[src/hw/bpp_pkg.sv]
// Purpose: Shared constants and types for the bus port pin block
// Assumes: APB with 32-bit data, one register per aligned word
// Notes: Printed offsets are indices; byte address is four times index
package bpp_pkg;
    // Operating modes
    typedef enum logic [2:0] {
        BPP_MODE_NORM_SINGLE,
        BPP_MODE_SPEC_SINGLE,
        BPP_MODE_NORM_EXP_NARROW,
        BPP_MODE_NORM_EXP_WIDE,
        BPP_MODE_SPEC_EXP_NARROW,
        BPP_MODE_SPEC_EXP_WIDE,
        BPP_MODE_PERIPH
    } bpp_mode_t;
    // Register indices
    localparam logic [7:0] BPP_IDX_LOW_DATA = 8'h01;
    localparam logic [7:0] BPP_IDX_LOW_DIR = 8'h03;
    localparam logic [7:0] BPP_IDX_CTL_DATA = 8'h08;
    localparam logic [7:0] BPP_IDX_CTL_DIR = 8'h09;
    localparam logic [7:0] BPP_IDX_CTL_ASSIGN = 8'h0a;
    localparam logic [7:0] BPP_IDX_PULLUP = 8'h0c;
    // Field positions in the assignment register
    localparam int BPP_ASG_NO_DBE = 7;
    localparam int BPP_ASG_CGM_TEST = 6;
    localparam int BPP_ASG_PIPE = 5;
    localparam int BPP_ASG_NO_BUS_E_CLOCK = 4;
    localparam int BPP_ASG_LSTR = 3;
    localparam int BPP_ASG_RDW = 2;
    localparam int BPP_ASG_CAL = 1;
    localparam int BPP_ASG_BUS_ENABLE_OR_INVERTED_CLOCK = 0;
    // Reset values
    localparam logic [7:0] BPP_ASG_RST_NORM_EXP = 8'h00;
    localparam logic [7:0] BPP_ASG_RST_SPECIAL = 8'h2c;
    localparam logic [7:0] BPP_ASG_RST_PERIPH = 8'hd0;
    localparam logic [7:0] BPP_ASG_RST_NORM_SINGLE = 8'h90;
    localparam logic [7:0] BPP_DIR_RST = 8'h00;
    localparam logic [7:0] BPP_DATA_RST = 8'h00;
    localparam logic [7:0] BPP_CTL_DIR_MASK = 8'hfc;
    localparam logic [7:0] BPP_PULLUP_PINS = 8'h8f;
    // Bus-control signals from the core
    typedef struct packed {
        logic data_bus_enable;
        logic bus_e_clock;
        logic pipe_status_hi;
        logic pipe_status_lo;
        logic low_byte_strobe;
        logic rw;
        logic clockgen_test_out;
        logic calibration;
    } bpp_ctl_sig_t;
    // Bus-side low port drive
    typedef struct packed {
        logic [7:0] addr;
        logic [7:0] data;
        logic data_phase;
        logic data_oe;
    } bpp_low_bus_t;
endpackage

[src/hw/bpp_top.sv]
// Purpose: Pin logic for the low address/data port and bus-control port
// Assumes: Mode and emulate bit are stable inputs from the mode logic
// Notes: Unmapped or removed registers answer with pslverr
//
// Local design decision: register access over APB.
`timescale 1ns/1ps
module bpp_top (
    input wire logic pclk,
    input wire logic presetn,
    input wire logic psel,
    input wire logic penable,
    input wire logic pwrite,
    input wire logic [11:0] paddr,
    input wire logic [31:0] pwdata,
    output logic [31:0] prdata,
    output logic pready,
    output logic pslverr,
    input wire bpp_pkg::bpp_mode_t mode,
    input wire logic emulate_control_port,
    input wire bpp_pkg::bpp_ctl_sig_t ctl_sig,
    input wire bpp_pkg::bpp_low_bus_t low_bus,
    input wire logic [7:0] low_port_in,
    output logic [7:0] low_port_out,
    output logic [7:0] low_port_oe,
    output logic [7:0] low_port_pullup,
    input wire logic [7:0] ctl_port_in,
    output logic [7:0] ctl_port_out,
    output logic [7:0] ctl_port_oe,
    output logic [7:0] ctl_port_pullup,
    output logic ext_access
);
    // Mode helpers
    function automatic logic is_single(input bpp_pkg::bpp_mode_t m);
        return (m == bpp_pkg::BPP_MODE_NORM_SINGLE) || (m == bpp_pkg::BPP_MODE_SPEC_SINGLE);
    endfunction
    function automatic logic is_narrow(input bpp_pkg::bpp_mode_t m);
        return (m == bpp_pkg::BPP_MODE_NORM_EXP_NARROW) || (m == bpp_pkg::BPP_MODE_SPEC_EXP_NARROW);
    endfunction
    // Assignment reset value per mode
    function automatic logic [7:0] asg_reset(input bpp_pkg::bpp_mode_t m);
        logic [7:0] v;
        v = bpp_pkg::BPP_ASG_RST_NORM_EXP;
        unique case (m)
            bpp_pkg::BPP_MODE_NORM_SINGLE: v = bpp_pkg::BPP_ASG_RST_NORM_SINGLE;
            bpp_pkg::BPP_MODE_SPEC_SINGLE: v = bpp_pkg::BPP_ASG_RST_SPECIAL;
            bpp_pkg::BPP_MODE_SPEC_EXP_NARROW, bpp_pkg::BPP_MODE_SPEC_EXP_WIDE: v = bpp_pkg::BPP_ASG_RST_SPECIAL;
            bpp_pkg::BPP_MODE_PERIPH: v = bpp_pkg::BPP_ASG_RST_PERIPH;
            default: v = bpp_pkg::BPP_ASG_RST_NORM_EXP;
        endcase
        return v;
    endfunction
    logic [7:0] low_data_reg; // Low port data
    logic [7:0] low_dir_reg; // Low port direction
    logic [7:0] ctl_data_reg; // Control port data
    logic [7:0] ctl_dir_reg; // Control port direction
    logic [7:0] asg_reg; // Assignment register
    logic pullup_reg; // Control port pull-up enable
    logic low_pullup_reg; // Low port pull-up enable
    logic asg_loaded_reg; // Mode value captured
    logic [7:0] low_in_s1_reg, low_in_s2_reg; // Low pin synchroniser
    logic [7:0] ctl_in_s1_reg, ctl_in_s2_reg; // Control pin synchroniser
    logic [7:0] ctl_alt; // Pins under alternate function
    logic [7:0] ctl_alt_out; // Alternate drive values
    logic [7:0] ctl_alt_oe; // Alternate drive enables
    logic single_chip, expanded, periph;
    logic low_mapped, ctl_mapped, asg_mapped;
    logic [7:0] idx;
    logic hit_ok, wr_en, rd_en;
    logic [7:0] rd_byte;

    assign single_chip = is_single(mode);
    assign periph = (mode == bpp_pkg::BPP_MODE_PERIPH);
    assign expanded = !single_chip && !periph;
    // low port registers only in single-chip
    assign low_mapped = single_chip;
    assign ctl_mapped = !periph && !(expanded && emulate_control_port);
    assign asg_mapped = !periph;

    // Word index decode
    assign idx = paddr[9:2];
    assign wr_en = psel && penable && pwrite && hit_ok;
    assign rd_en = psel && !pwrite;

    // Address hit check
    always_comb
    begin
        unique case (idx)
            bpp_pkg::BPP_IDX_LOW_DATA, bpp_pkg::BPP_IDX_LOW_DIR: hit_ok = low_mapped;
            bpp_pkg::BPP_IDX_CTL_DATA, bpp_pkg::BPP_IDX_CTL_DIR: hit_ok = ctl_mapped;
            bpp_pkg::BPP_IDX_CTL_ASSIGN: hit_ok = asg_mapped;
            bpp_pkg::BPP_IDX_PULLUP: hit_ok = 1'b1;
            default: hit_ok = 1'b0;
        endcase
        if (paddr[11:10] != 2'b00 || paddr[1:0] != 2'b00)
        begin
            hit_ok = 1'b0;
        end
    end
    // Zero-wait slave
    assign pready = 1'b1;
    assign pslverr = psel && penable && !hit_ok;
    assign ext_access = psel && penable && !hit_ok
        && ((expanded && (idx == bpp_pkg::BPP_IDX_LOW_DATA || idx == bpp_pkg::BPP_IDX_LOW_DIR))
        || (expanded && emulate_control_port
        && (idx == bpp_pkg::BPP_IDX_CTL_DATA || idx == bpp_pkg::BPP_IDX_CTL_DIR)));
    // Pin synchronisers
    always_ff @(posedge pclk or negedge presetn)
    begin
        if (!presetn)
        begin
            low_in_s1_reg <= 8'h00;
            low_in_s2_reg <= 8'h00;
            ctl_in_s1_reg <= 8'h00;
            ctl_in_s2_reg <= 8'h00;
        end
        else
        begin
            low_in_s1_reg <= low_port_in;
            low_in_s2_reg <= low_in_s1_reg;
            ctl_in_s1_reg <= ctl_port_in;
            ctl_in_s2_reg <= ctl_in_s1_reg;
        end
    end

    // Low port registers
    always_ff @(posedge pclk or negedge presetn)
    begin
        if (!presetn)
        begin
            low_data_reg <= bpp_pkg::BPP_DATA_RST;
            low_dir_reg <= bpp_pkg::BPP_DIR_RST;
        end
        else if (wr_en && idx == bpp_pkg::BPP_IDX_LOW_DATA)
        begin
            low_data_reg <= pwdata[7:0];
        end
        else if (wr_en && idx == bpp_pkg::BPP_IDX_LOW_DIR)
        begin
            low_dir_reg <= pwdata[7:0];
        end
    end

    // Control port data and direction
    always_ff @(posedge pclk or negedge presetn)
    begin
        if (!presetn)
        begin
            ctl_data_reg <= bpp_pkg::BPP_DATA_RST;
            ctl_dir_reg <= bpp_pkg::BPP_DIR_RST;
        end
        else if (wr_en && idx == bpp_pkg::BPP_IDX_CTL_DATA)
        begin
            ctl_data_reg <= pwdata[7:0];
        end
        else if (wr_en && idx == bpp_pkg::BPP_IDX_CTL_DIR)
        begin
            ctl_dir_reg <= pwdata[7:0] & bpp_pkg::BPP_CTL_DIR_MASK;
        end
    end

    // Assignment register, loaded from mode after reset release
    always_ff @(posedge pclk or negedge presetn)
    begin
        if (!presetn)
        begin
            asg_reg <= bpp_pkg::BPP_ASG_RST_NORM_EXP;
            asg_loaded_reg <= 1'b0;
        end
        else if (!asg_loaded_reg)
        begin
            asg_reg <= asg_reset(mode);
            asg_loaded_reg <= 1'b1;
        end
        else if (wr_en && idx == bpp_pkg::BPP_IDX_CTL_ASSIGN)
        begin
            asg_reg <= pwdata[7:0];
        end
    end

    // Pull-up enables
    always_ff @(posedge pclk or negedge presetn)
    begin
        if (!presetn)
        begin
            pullup_reg <= 1'b1;
            low_pullup_reg <= 1'b0;
        end
        else if (wr_en && idx == bpp_pkg::BPP_IDX_PULLUP)
        begin
            pullup_reg <= pwdata[4];
            low_pullup_reg <= pwdata[1];
        end
    end

    // Alternate function selection and drive
    always_comb
    begin
        ctl_alt = 8'h00;
        ctl_alt_out = 8'h00;
        ctl_alt_oe = 8'h00;
        // bit 7 bus enable, inverted clock or calibration
        if (expanded && !asg_reg[bpp_pkg::BPP_ASG_NO_DBE])
        begin
            ctl_alt[7] = 1'b1;
            ctl_alt_out[7] = asg_reg[bpp_pkg::BPP_ASG_BUS_ENABLE_OR_INVERTED_CLOCK] ? !ctl_sig.bus_e_clock : ctl_sig.data_bus_enable;
            ctl_alt_oe[7] = 1'b1;
        end
        else if (asg_reg[bpp_pkg::BPP_ASG_CAL] && (!expanded || asg_reg[bpp_pkg::BPP_ASG_NO_DBE]))
        begin
            ctl_alt[7] = 1'b1;
            ctl_alt_out[7] = ctl_sig.calibration;
            ctl_alt_oe[7] = 1'b1;
        end
        // bits 6 and 5 pipe status or test
        if (expanded && asg_reg[bpp_pkg::BPP_ASG_PIPE])
        begin
            ctl_alt[6] = 1'b1;
            ctl_alt[5] = 1'b1;
            ctl_alt_out[6] = ctl_sig.pipe_status_hi;
            ctl_alt_out[5] = ctl_sig.pipe_status_lo;
            ctl_alt_oe[6] = 1'b1;
            ctl_alt_oe[5] = 1'b1;
        end
        else if (asg_reg[bpp_pkg::BPP_ASG_CGM_TEST] && !single_chip
            && mode != bpp_pkg::BPP_MODE_NORM_EXP_NARROW && mode != bpp_pkg::BPP_MODE_NORM_EXP_WIDE)
        begin
            ctl_alt[6] = 1'b1;
            ctl_alt_out[6] = ctl_sig.clockgen_test_out;
            ctl_alt_oe[6] = 1'b1;
        end
        // bit 4 E clock, input in peripheral mode
        if (!asg_reg[bpp_pkg::BPP_ASG_NO_BUS_E_CLOCK])
        begin
            ctl_alt[4] = 1'b1;
            ctl_alt_out[4] = ctl_sig.bus_e_clock;
            ctl_alt_oe[4] = !periph;
        end
        // bit 3 low strobe, not in single or normal narrow
        if (asg_reg[bpp_pkg::BPP_ASG_LSTR] && !single_chip && mode != bpp_pkg::BPP_MODE_NORM_EXP_NARROW)
        begin
            ctl_alt[3] = 1'b1;
            ctl_alt_out[3] = ctl_sig.low_byte_strobe;
            ctl_alt_oe[3] = 1'b1;
        end
        // bit 2 read/write, not in single-chip
        if (asg_reg[bpp_pkg::BPP_ASG_RDW] && !single_chip)
        begin
            ctl_alt[2] = 1'b1;
            ctl_alt_out[2] = ctl_sig.rw;
            ctl_alt_oe[2] = 1'b1;
        end
    end

    // Control port pins
    always_comb
    begin
        ctl_port_out = (ctl_alt & ctl_alt_out) | (~ctl_alt & ctl_data_reg);
        ctl_port_oe = (ctl_alt & ctl_alt_oe) | (~ctl_alt & ctl_dir_reg);
        ctl_port_oe[1:0] = 2'b00;
        ctl_port_out[1:0] = 2'b00;
        ctl_port_pullup = {8{pullup_reg}} & bpp_pkg::BPP_PULLUP_PINS & ~ctl_port_oe;
    end

    // Low port pins
    always_comb
    begin
        if (single_chip)
        begin
            low_port_out = low_data_reg;
            low_port_oe = low_dir_reg;
        end
        else if (is_narrow(mode) && !periph)
        begin
            low_port_out = low_bus.addr;
            low_port_oe = 8'hff;
        end
        else
        begin
            low_port_out = low_bus.data_phase ? low_bus.data : low_bus.addr;
            low_port_oe = low_bus.data_phase ? {8{low_bus.data_oe}} : 8'hff;
        end
        low_port_pullup = {8{low_pullup_reg}} & ~low_port_oe;
    end

    // Read data mux
    always_comb
    begin
        rd_byte = 8'h00;
        unique case (idx)
            bpp_pkg::BPP_IDX_LOW_DATA: rd_byte = (low_dir_reg & low_data_reg) | (~low_dir_reg & low_in_s2_reg);
            bpp_pkg::BPP_IDX_LOW_DIR: rd_byte = low_dir_reg;
            bpp_pkg::BPP_IDX_CTL_DATA: rd_byte = (ctl_port_oe & ctl_data_reg) | (~ctl_port_oe & ctl_in_s2_reg);
            bpp_pkg::BPP_IDX_CTL_DIR: rd_byte = ctl_dir_reg;
            bpp_pkg::BPP_IDX_CTL_ASSIGN: rd_byte = asg_reg;
            bpp_pkg::BPP_IDX_PULLUP: rd_byte = {3'b000, pullup_reg, 2'b00, low_pullup_reg, 1'b0};
            default: rd_byte = 8'h00;
        endcase
    end

    // Registered read data
    always_ff @(posedge pclk or negedge presetn)
    begin
        if (!presetn)
        begin
            prdata <= 32'h0000_0000;
        end
        else if (rd_en && !penable && hit_ok)
        begin
            prdata <= {24'h00_0000, rd_byte};
        end
        else if (rd_en && !penable)
        begin
            prdata <= 32'h0000_0000;
        end
    end

    // Direction bits of interrupt pins stay zero
    property p_irq_dir_zero;
        @(posedge pclk) disable iff (!presetn) ctl_dir_reg[1:0] == 2'b00;
    endproperty
    a_irq_dir_zero: assert property (p_irq_dir_zero) else $error("irq dir set");
    property p_irq_no_drive;
        @(posedge pclk) disable iff (!presetn) ctl_port_oe[1:0] == 2'b00;
    endproperty
    a_irq_no_drive: assert property (p_irq_no_drive) else $error("irq pin driven");
    property p_low_unmapped;
        @(posedge pclk) disable iff (!presetn) (psel && penable && !single_chip
            && idx == bpp_pkg::BPP_IDX_LOW_DIR) |-> pslverr && (ext_access == expanded);
    endproperty
    a_low_unmapped: assert property (p_low_unmapped) else $error("low reg mapped");
    property p_ctl_emulated;
        @(posedge pclk) disable iff (!presetn) (psel && penable && expanded && emulate_control_port
            && idx == bpp_pkg::BPP_IDX_CTL_DATA) |-> pslverr && ext_access;
    endproperty
    a_ctl_emulated: assert property (p_ctl_emulated) else $error("ctl data mapped");
    property p_periph_asg_hold;
        @(posedge pclk) disable iff (!presetn) (periph && asg_loaded_reg && $stable(mode)) |=> $stable(asg_reg);
    endproperty
    a_periph_asg_hold: assert property (p_periph_asg_hold) else $error("periph asg changed");
    property p_single_gpio;
        @(posedge pclk) disable iff (!presetn) single_chip |-> low_port_oe == low_dir_reg;
    endproperty
    a_single_gpio: assert property (p_single_gpio) else $error("low gpio dir");
    property p_low_write;
        @(posedge pclk) disable iff (!presetn) (wr_en && idx == bpp_pkg::BPP_IDX_LOW_DIR)
            |=> low_dir_reg == $past(pwdata[7:0]);
    endproperty
    a_low_write: assert property (p_low_write) else $error("low dir write lost");
    property p_pullup_input;
        @(posedge pclk) disable iff (!presetn) (ctl_port_pullup & ctl_port_oe) == 8'h00;
    endproperty
    a_pullup_input: assert property (p_pullup_input) else $error("pullup on output");
    property p_asg_load;
        @(posedge pclk) disable iff (!presetn) (presetn && !asg_loaded_reg
            && mode == bpp_pkg::BPP_MODE_NORM_SINGLE) |=> asg_reg == bpp_pkg::BPP_ASG_RST_NORM_SINGLE;
    endproperty
    a_asg_load: assert property (p_asg_load) else $error("single asg reset");
endmodule

[config.mk]
export PLATFORM = sky130hd
export DESIGN_NAME = bpp_top
export DESIGN_NICKNAME = d
export VERILOG_FILES = /design/src/hw/bpp_pkg.sv /design/src/hw/bpp_top.sv
export SDC_FILE = /design/constraint.sdc
export NUM_CORES = 1
export LEC_CHECK = 0
export BUFFER_PORTS_ARGS = -buffer_cell sky130_fd_sc_hd__buf_2
export CAP_MARGIN = 20
export CELL_PAD_IN_SITES_DETAIL_PLACEMENT = 0
export CELL_PAD_IN_SITES_GLOBAL_PLACEMENT = 2
export CORE_UTILIZATION = 28
export CTS_CLUSTER_DIAMETER = 100
export CTS_CLUSTER_SIZE = 24
export DETAILED_ROUTE_END_ITERATION = 7
export GPL_ROUTABILITY_DRIVEN = 0
export PLACE_DENSITY = 0.84
export SYNTH_ARGS = -nofsm -noshare
export SYNTH_HDL_FRONTEND = slang
export SYNTH_SLANG_ARGS = --single-unit
[constraint.sdc]
create_clock -name pclk -period 2.1 [get_ports pclk]
set_clock_uncertainty 0.1 [all_clocks]
set_input_delay 0.105 -clock pclk [delete_from_list [all_inputs] [get_ports pclk]]
set_output_delay 0.105 -clock pclk [all_outputs]
set_load 0.05 [all_outputs]
# Word level (Yosys, flattened, before mapping)

Index checks and enable logic that the tools add are counted.

Register bits: 105
Input bits: 95
Output and inout port bits: 83

Equality and inequality tests: 14
Mux-type cells: 32
Bitwise gates (word level): 20
Reductions and logical operators: 54

Operators by type and width:

| cell               | count |
|---|---|
| $and 8x8->8        | 10 |
| $mux 32            | 2 |
| $mux 8             | 8 |
| $pmux 8 s6         | 1 |
| $eq 8x4->1 const B | 4 |
| $not 8->8          | 4 |
| $or 8x8->8         | 4 |
| $logic_and 1x1->1  | 29 |
| $pmux 8 s3         | 1 |
| $mux 1             | 19 |
| $eq 3x3->1 const B | 3 |
| $logic_not 1->1    | 9 |
| $eq 8x1->1 const B | 1 |
| $eq 8x2->1 const B | 1 |
| $logic_or 1x1->1   | 7 |
| $ne 3x2->1 const B | 2 |
| $reduce_bool 2->1  | 3 |
| $pmux 1 s4         | 1 |
| $reduce_and 2->1   | 2 |
| $reduce_or 2->1    | 2 |
| $eq 3x1->1 const B | 1 |
| $eq 3x2->1 const B | 1 |
| $logic_not 3->1    | 1 |
| $reduce_or 3->1    | 1 |
| other kinds (2)    | 3 |

# Depth between registers and ports, before layout

Depth after elaboration: 17
Depth in mapped cells: 7

# Worst setup path before layout

No wires, ideal clock.

Path kind: input-to-output
Start: input port mode[2]
End: output port ext_access
Data arrival time: 2708 ps
Required time: 1895 ps
Slack: -813 ps
Stages on the path: 6
Path through: buf_2 nor2_4 nor3b_1 o41a_1 o211a_1 nor3b_1

Word-level cells in the longest chain between the ends: 12
Elaborated cells on any way between the ends: 18

RTL lines:

| what                                          | RTL line       | text |
|---|---|---|
| start, declared                               | bpp_top.sv:18  | `input wire bpp_pkg::bpp_mode_t mode,` |
| $eq 3x1->1 or $logic_not 3->1 (tied branches) | bpp_top.sv:34  | `return (m == bpp_pkg::BPP_MODE_NORM_SINGLE) \|\| (m == bpp_pkg::BPP_MODE_SPEC_SINGLE);` |
| $logic_or 1x1->1                              | bpp_top.sv:34  |  |
| $logic_not 1->1                               | bpp_top.sv:73  | `assign expanded = !single_chip && !periph;` |
| $logic_and 1x1->1                             | bpp_top.sv:73  |  |
| $logic_and 1x1->1                             | bpp_top.sv:76  | `assign ctl_mapped = !periph && !(expanded && emulate_control_port);` |
| $logic_not 1->1                               | bpp_top.sv:76  |  |
| $logic_and 1x1->1                             | bpp_top.sv:76  |  |
| $pmux 1 s4 (*)                                | bpp_top.sv:87  | `unique case (idx)` |
| $mux 1 (*)                                    | bpp_top.sv:94  | `if (paddr[11:10] != 2'b00 \|\| paddr[1:0] != 2'b00)` |
| $logic_not 1->1 (*)                           | -              |  |
| $logic_and 1x1->1 (*)                         | -              |  |
| net pslverr                                   | bpp_top.sv:17  | `output logic pslverr,` |
| $logic_and 1x1->1 (*)                         | bpp_top.sv:103 | `&& ((expanded && (idx == bpp_pkg::BPP_IDX_LOW_DATA \|\| idx == bpp_pkg::BPP_IDX_LOW_DIR))` |
| end, declared                                 | bpp_top.sv:30  | `output logic ext_access` |

The timed path passes the listed nets; every way through them passes the cells marked *.

# Final worst setup path

Start: input port paddr[4]
End: output port ext_access

Word-level cells in the longest chain between the ends: 7
Elaborated cells on any way between the ends: 18

RTL lines:

| what                               | RTL line                      | text |
|---|---|---|
| start, declared                    | bpp_top.sv:13                 | `input wire logic [11:0] paddr,` |
| $eq 8x4->1 (tied with other cells) | bpp_top.sv:87, bpp_top.sv:105 |  |
| $reduce_or 2->1                    | bpp_top.sv:87                 |  |
| $pmux 1 s4                         | bpp_top.sv:87                 |  |
| $mux 1                             | bpp_top.sv:94                 |  |
| $logic_not 1->1                    | bpp_top.sv:102                | `assign ext_access = psel && penable && !hit_ok` |
| $logic_and 1x1->1                  | bpp_top.sv:102                |  |
| $logic_and 1x1->1 (*)              | bpp_top.sv:103                |  |

Every way passes the cells marked *; elsewhere a longest branch is shown, timed or not.

==> impl_results.md <==
* TritonCTS clock tree: yes
* Io pins at 178
* Max Fclk at 0.497 GHz
* Worst R2R Setup Slack at approximately 0.37 ns
* All-Layer GR Usage at 0.167
* Core box area at approximately 14,000 µm²
* Sw Pwr at ~1200 µW
* Gr ovfl total at 0
* Sequential area share after synthesis at 0.478
* Largest net degree at the start of global routing at 34
* Tot Pwr at ~3800 µW
* Part of the power in registers at 0.422
* Most frequent cells in the layout: 120 x buf_2, 78 x dfrtp_1, 38 x nand2_1, 37 x mux2_2, 33 x conb_1
* Vias in the first global route at around 3,400
* Initial core utilization at 0.286
* Setup Viol. Count Final at 0
* Fillers at between 1,000 and 1,500
* Cell Chain, Critical Path: buf_2 -> and2b_1 -> a32oi_2 -> o41a_1 -> o211a_1 -> nor3b_2 -> buf_2
* ANT cells at 0
* Post-Syn Area at 4140 µm²
* Maximum VDD drop at a little under 0.0004 V
* Top FF cell, synth: dfrtp_1
* Final hold violations at 0
* Number of port buffers at 121
* Clock transition at path regs at 0.06 ns
* Vias at 3,476
* Outcome: complete, no violations
* Crit path capture type: primary output
* Detailed Route WL at 12,100 µm
* Drt pass-1 iters at 5
* CP max stage cell: o41a_1
* Syn_area_per_cell at 10.8 µm²
* Worst hold slack at around 0.014 ns
* Fin Setup TNS at 0 ns
* Clock Latency Late Sink at about 0.34 ns
* Max_cap viols at 0
* Syn. warnings at 0
* First-pass GRT wire length at 18,600 µm
* Chip width at around 120 µm
* Root Driver: clkbuf_16
* Final min period at 2.01 ns
* CP arrival at between 1.5 and 2 ns
* Full die area at 15,300 µm²
* Starting DRT DRC Count at about 170
* Clock share of power at 0.375
* Min-delay worst type: in2reg
* CP max FO at 5
* Sink Count at 79
* Row count at 44
* Clk buf depth at 2
* RSZ-0062 raised after global routing: no
* Synth Instances at between 300 and 400
* Leakage at ~0.0027 µW
* Fin. max-slew vios at 0
* Die height at around 120 µm
* Comb pwr share at 0.203
* DRC viols at 0
* Switching power share of the total at 0.315
* Share of cells above drive strength 1 at 0.404
* Dpl hpwl at ~9400 µm
* WL/cell at 16.5 µm
* Synth unique cells at 54
* TritonCTS Buffers at 9
* Yosys reg bits at 79
* Fin util at 0.380
* Area growth syn-to-layout at 33.2%
* FFs w/ async S/R, synth at 1.00
* Critical path type: in2out
* Max incr delay on CP at about 0.50 ns
* Vias/cell at approximately 4.7
* Htree depth at 3
* Critical Path RT at 1.89 ns
* Initial antenna violation count at 0
* Power per cell area at approximately 690 nW/µm²
* Commonest non-fill, non-tap cell in the layout: buf_2
* Nets@finish at 640
* Internal cell power at around 2600 µW
* Final antenna-violating net count at 0
* EDFF count, synth at 0
* Startpoint types: input pin
* Final Cycle Share at 0.958
* Most used cell, CP: buf_2
==> path summary, 6_finish.rpt <==
path                                   from                to  depth (start not counted)
max in group asynchronous           presetn    ctl_dir_reg[2]                          3
min                               pwdata[7]   low_data_reg[7]                          2
max                                paddr[4]        ext_access                          7
max reg2reg                  low_dir_reg[3]         prdata[3]                          4
min in group asynchronous           presetn  ctl_in_s1_reg[6]                          2
min reg2reg                low_in_s1_reg[1]  low_in_s2_reg[1]                          0
==> routing by layer <==
metal / part of all wire / wire [µm] / global-route usage / up-vias
li1: - / - / - / 1650
met1: 0.43 / 5140 / 0.210 / 1701
met3: 0.060 / 724 / 0.0457 / 12
met4: 0.013 / 155 / 0.0444 / 0
met5: 0 / 0 / 0 / -
met2: 0.50 / 6060 / 0.279 / 113
==> power groups by stage <==
stage / sequential [µW] / clock (µW) / combinational (µW)
after floorplan: 1610 / 0 / 547
after global placement: 1620 / 0 / 728
after detailed placement: 1620 / 0 / 736
after CTS: 1590 / 1460 / 769
after global routing: 1600 / 1540 / 822
final: 1590 / 1420 / 767
==> stage by stage <==
step           worst slack [ns]  std cells  area [µm²]
2_1_floorplan            -0.349        415        4280
3_3_place_gp             0.0940        695        5010
3_5_place_dp            -0.0161        695        5010
4_1_cts                  0.0942        732        5490
5_1_grt                  0.0144        734        5510
6_report                 0.0882        734        5510
==> worst max-delay path, delay by kind of cell <==
kind | cells | cell delay, ns
compound gates | 3 | 0.92
buf+inv | 2 | 0.37
simple gates | 2 | 0.40
==> area by class of cell <==
| cell class | count | area, µm² | area share |
|---|---|---|---|
| multi-input combinational | 281 | 1970 | 0.358 |
| clock inverter | 6 | 36.3 | 0.00659 |
| timing repair buffer | 168 | 1040 | 0.189 |
| inverter | 6 | 22.5 | 0.00409 |
| sequential | 79 | 1980 | 0.359 |
| tap | 184 | 230 | 0.0418 |
| clock buffer | 10 | 229 | 0.0416 |
==> synth_stat cells (all sizes together), types with 6 or more instances <==
cell,n,area share
mux2,39,0.11
o21ai,28,0.034
a22o,10,0.021
mux2i,14,0.034
dfrtp,78,0.47
nand3,10,0.024
buf,39,0.067
a21oi,22,0.027
nor2,15,0.015
inv,6,0.0054
clkbuf,10,0.0091
nand2,38,0.034
==> cells by family after synthesis <==
group,synth area share
compound gates,0.151
xor+xnor,0.00212
buf+inv,0.0820
flops,0.478
mux,0.140
other cells,0.00182
simple gates,0.145
==> what timing repair did <==
action | CTS | global route
hold endpoints to repair | 62 | 1
setup buffers | 0 | 1
setup endpoints to repair | 0 | 1
hold buffers | 21 | 1
resized for setup | 0 | 1
Note: power is estimated with default switching activity, not from simulation.
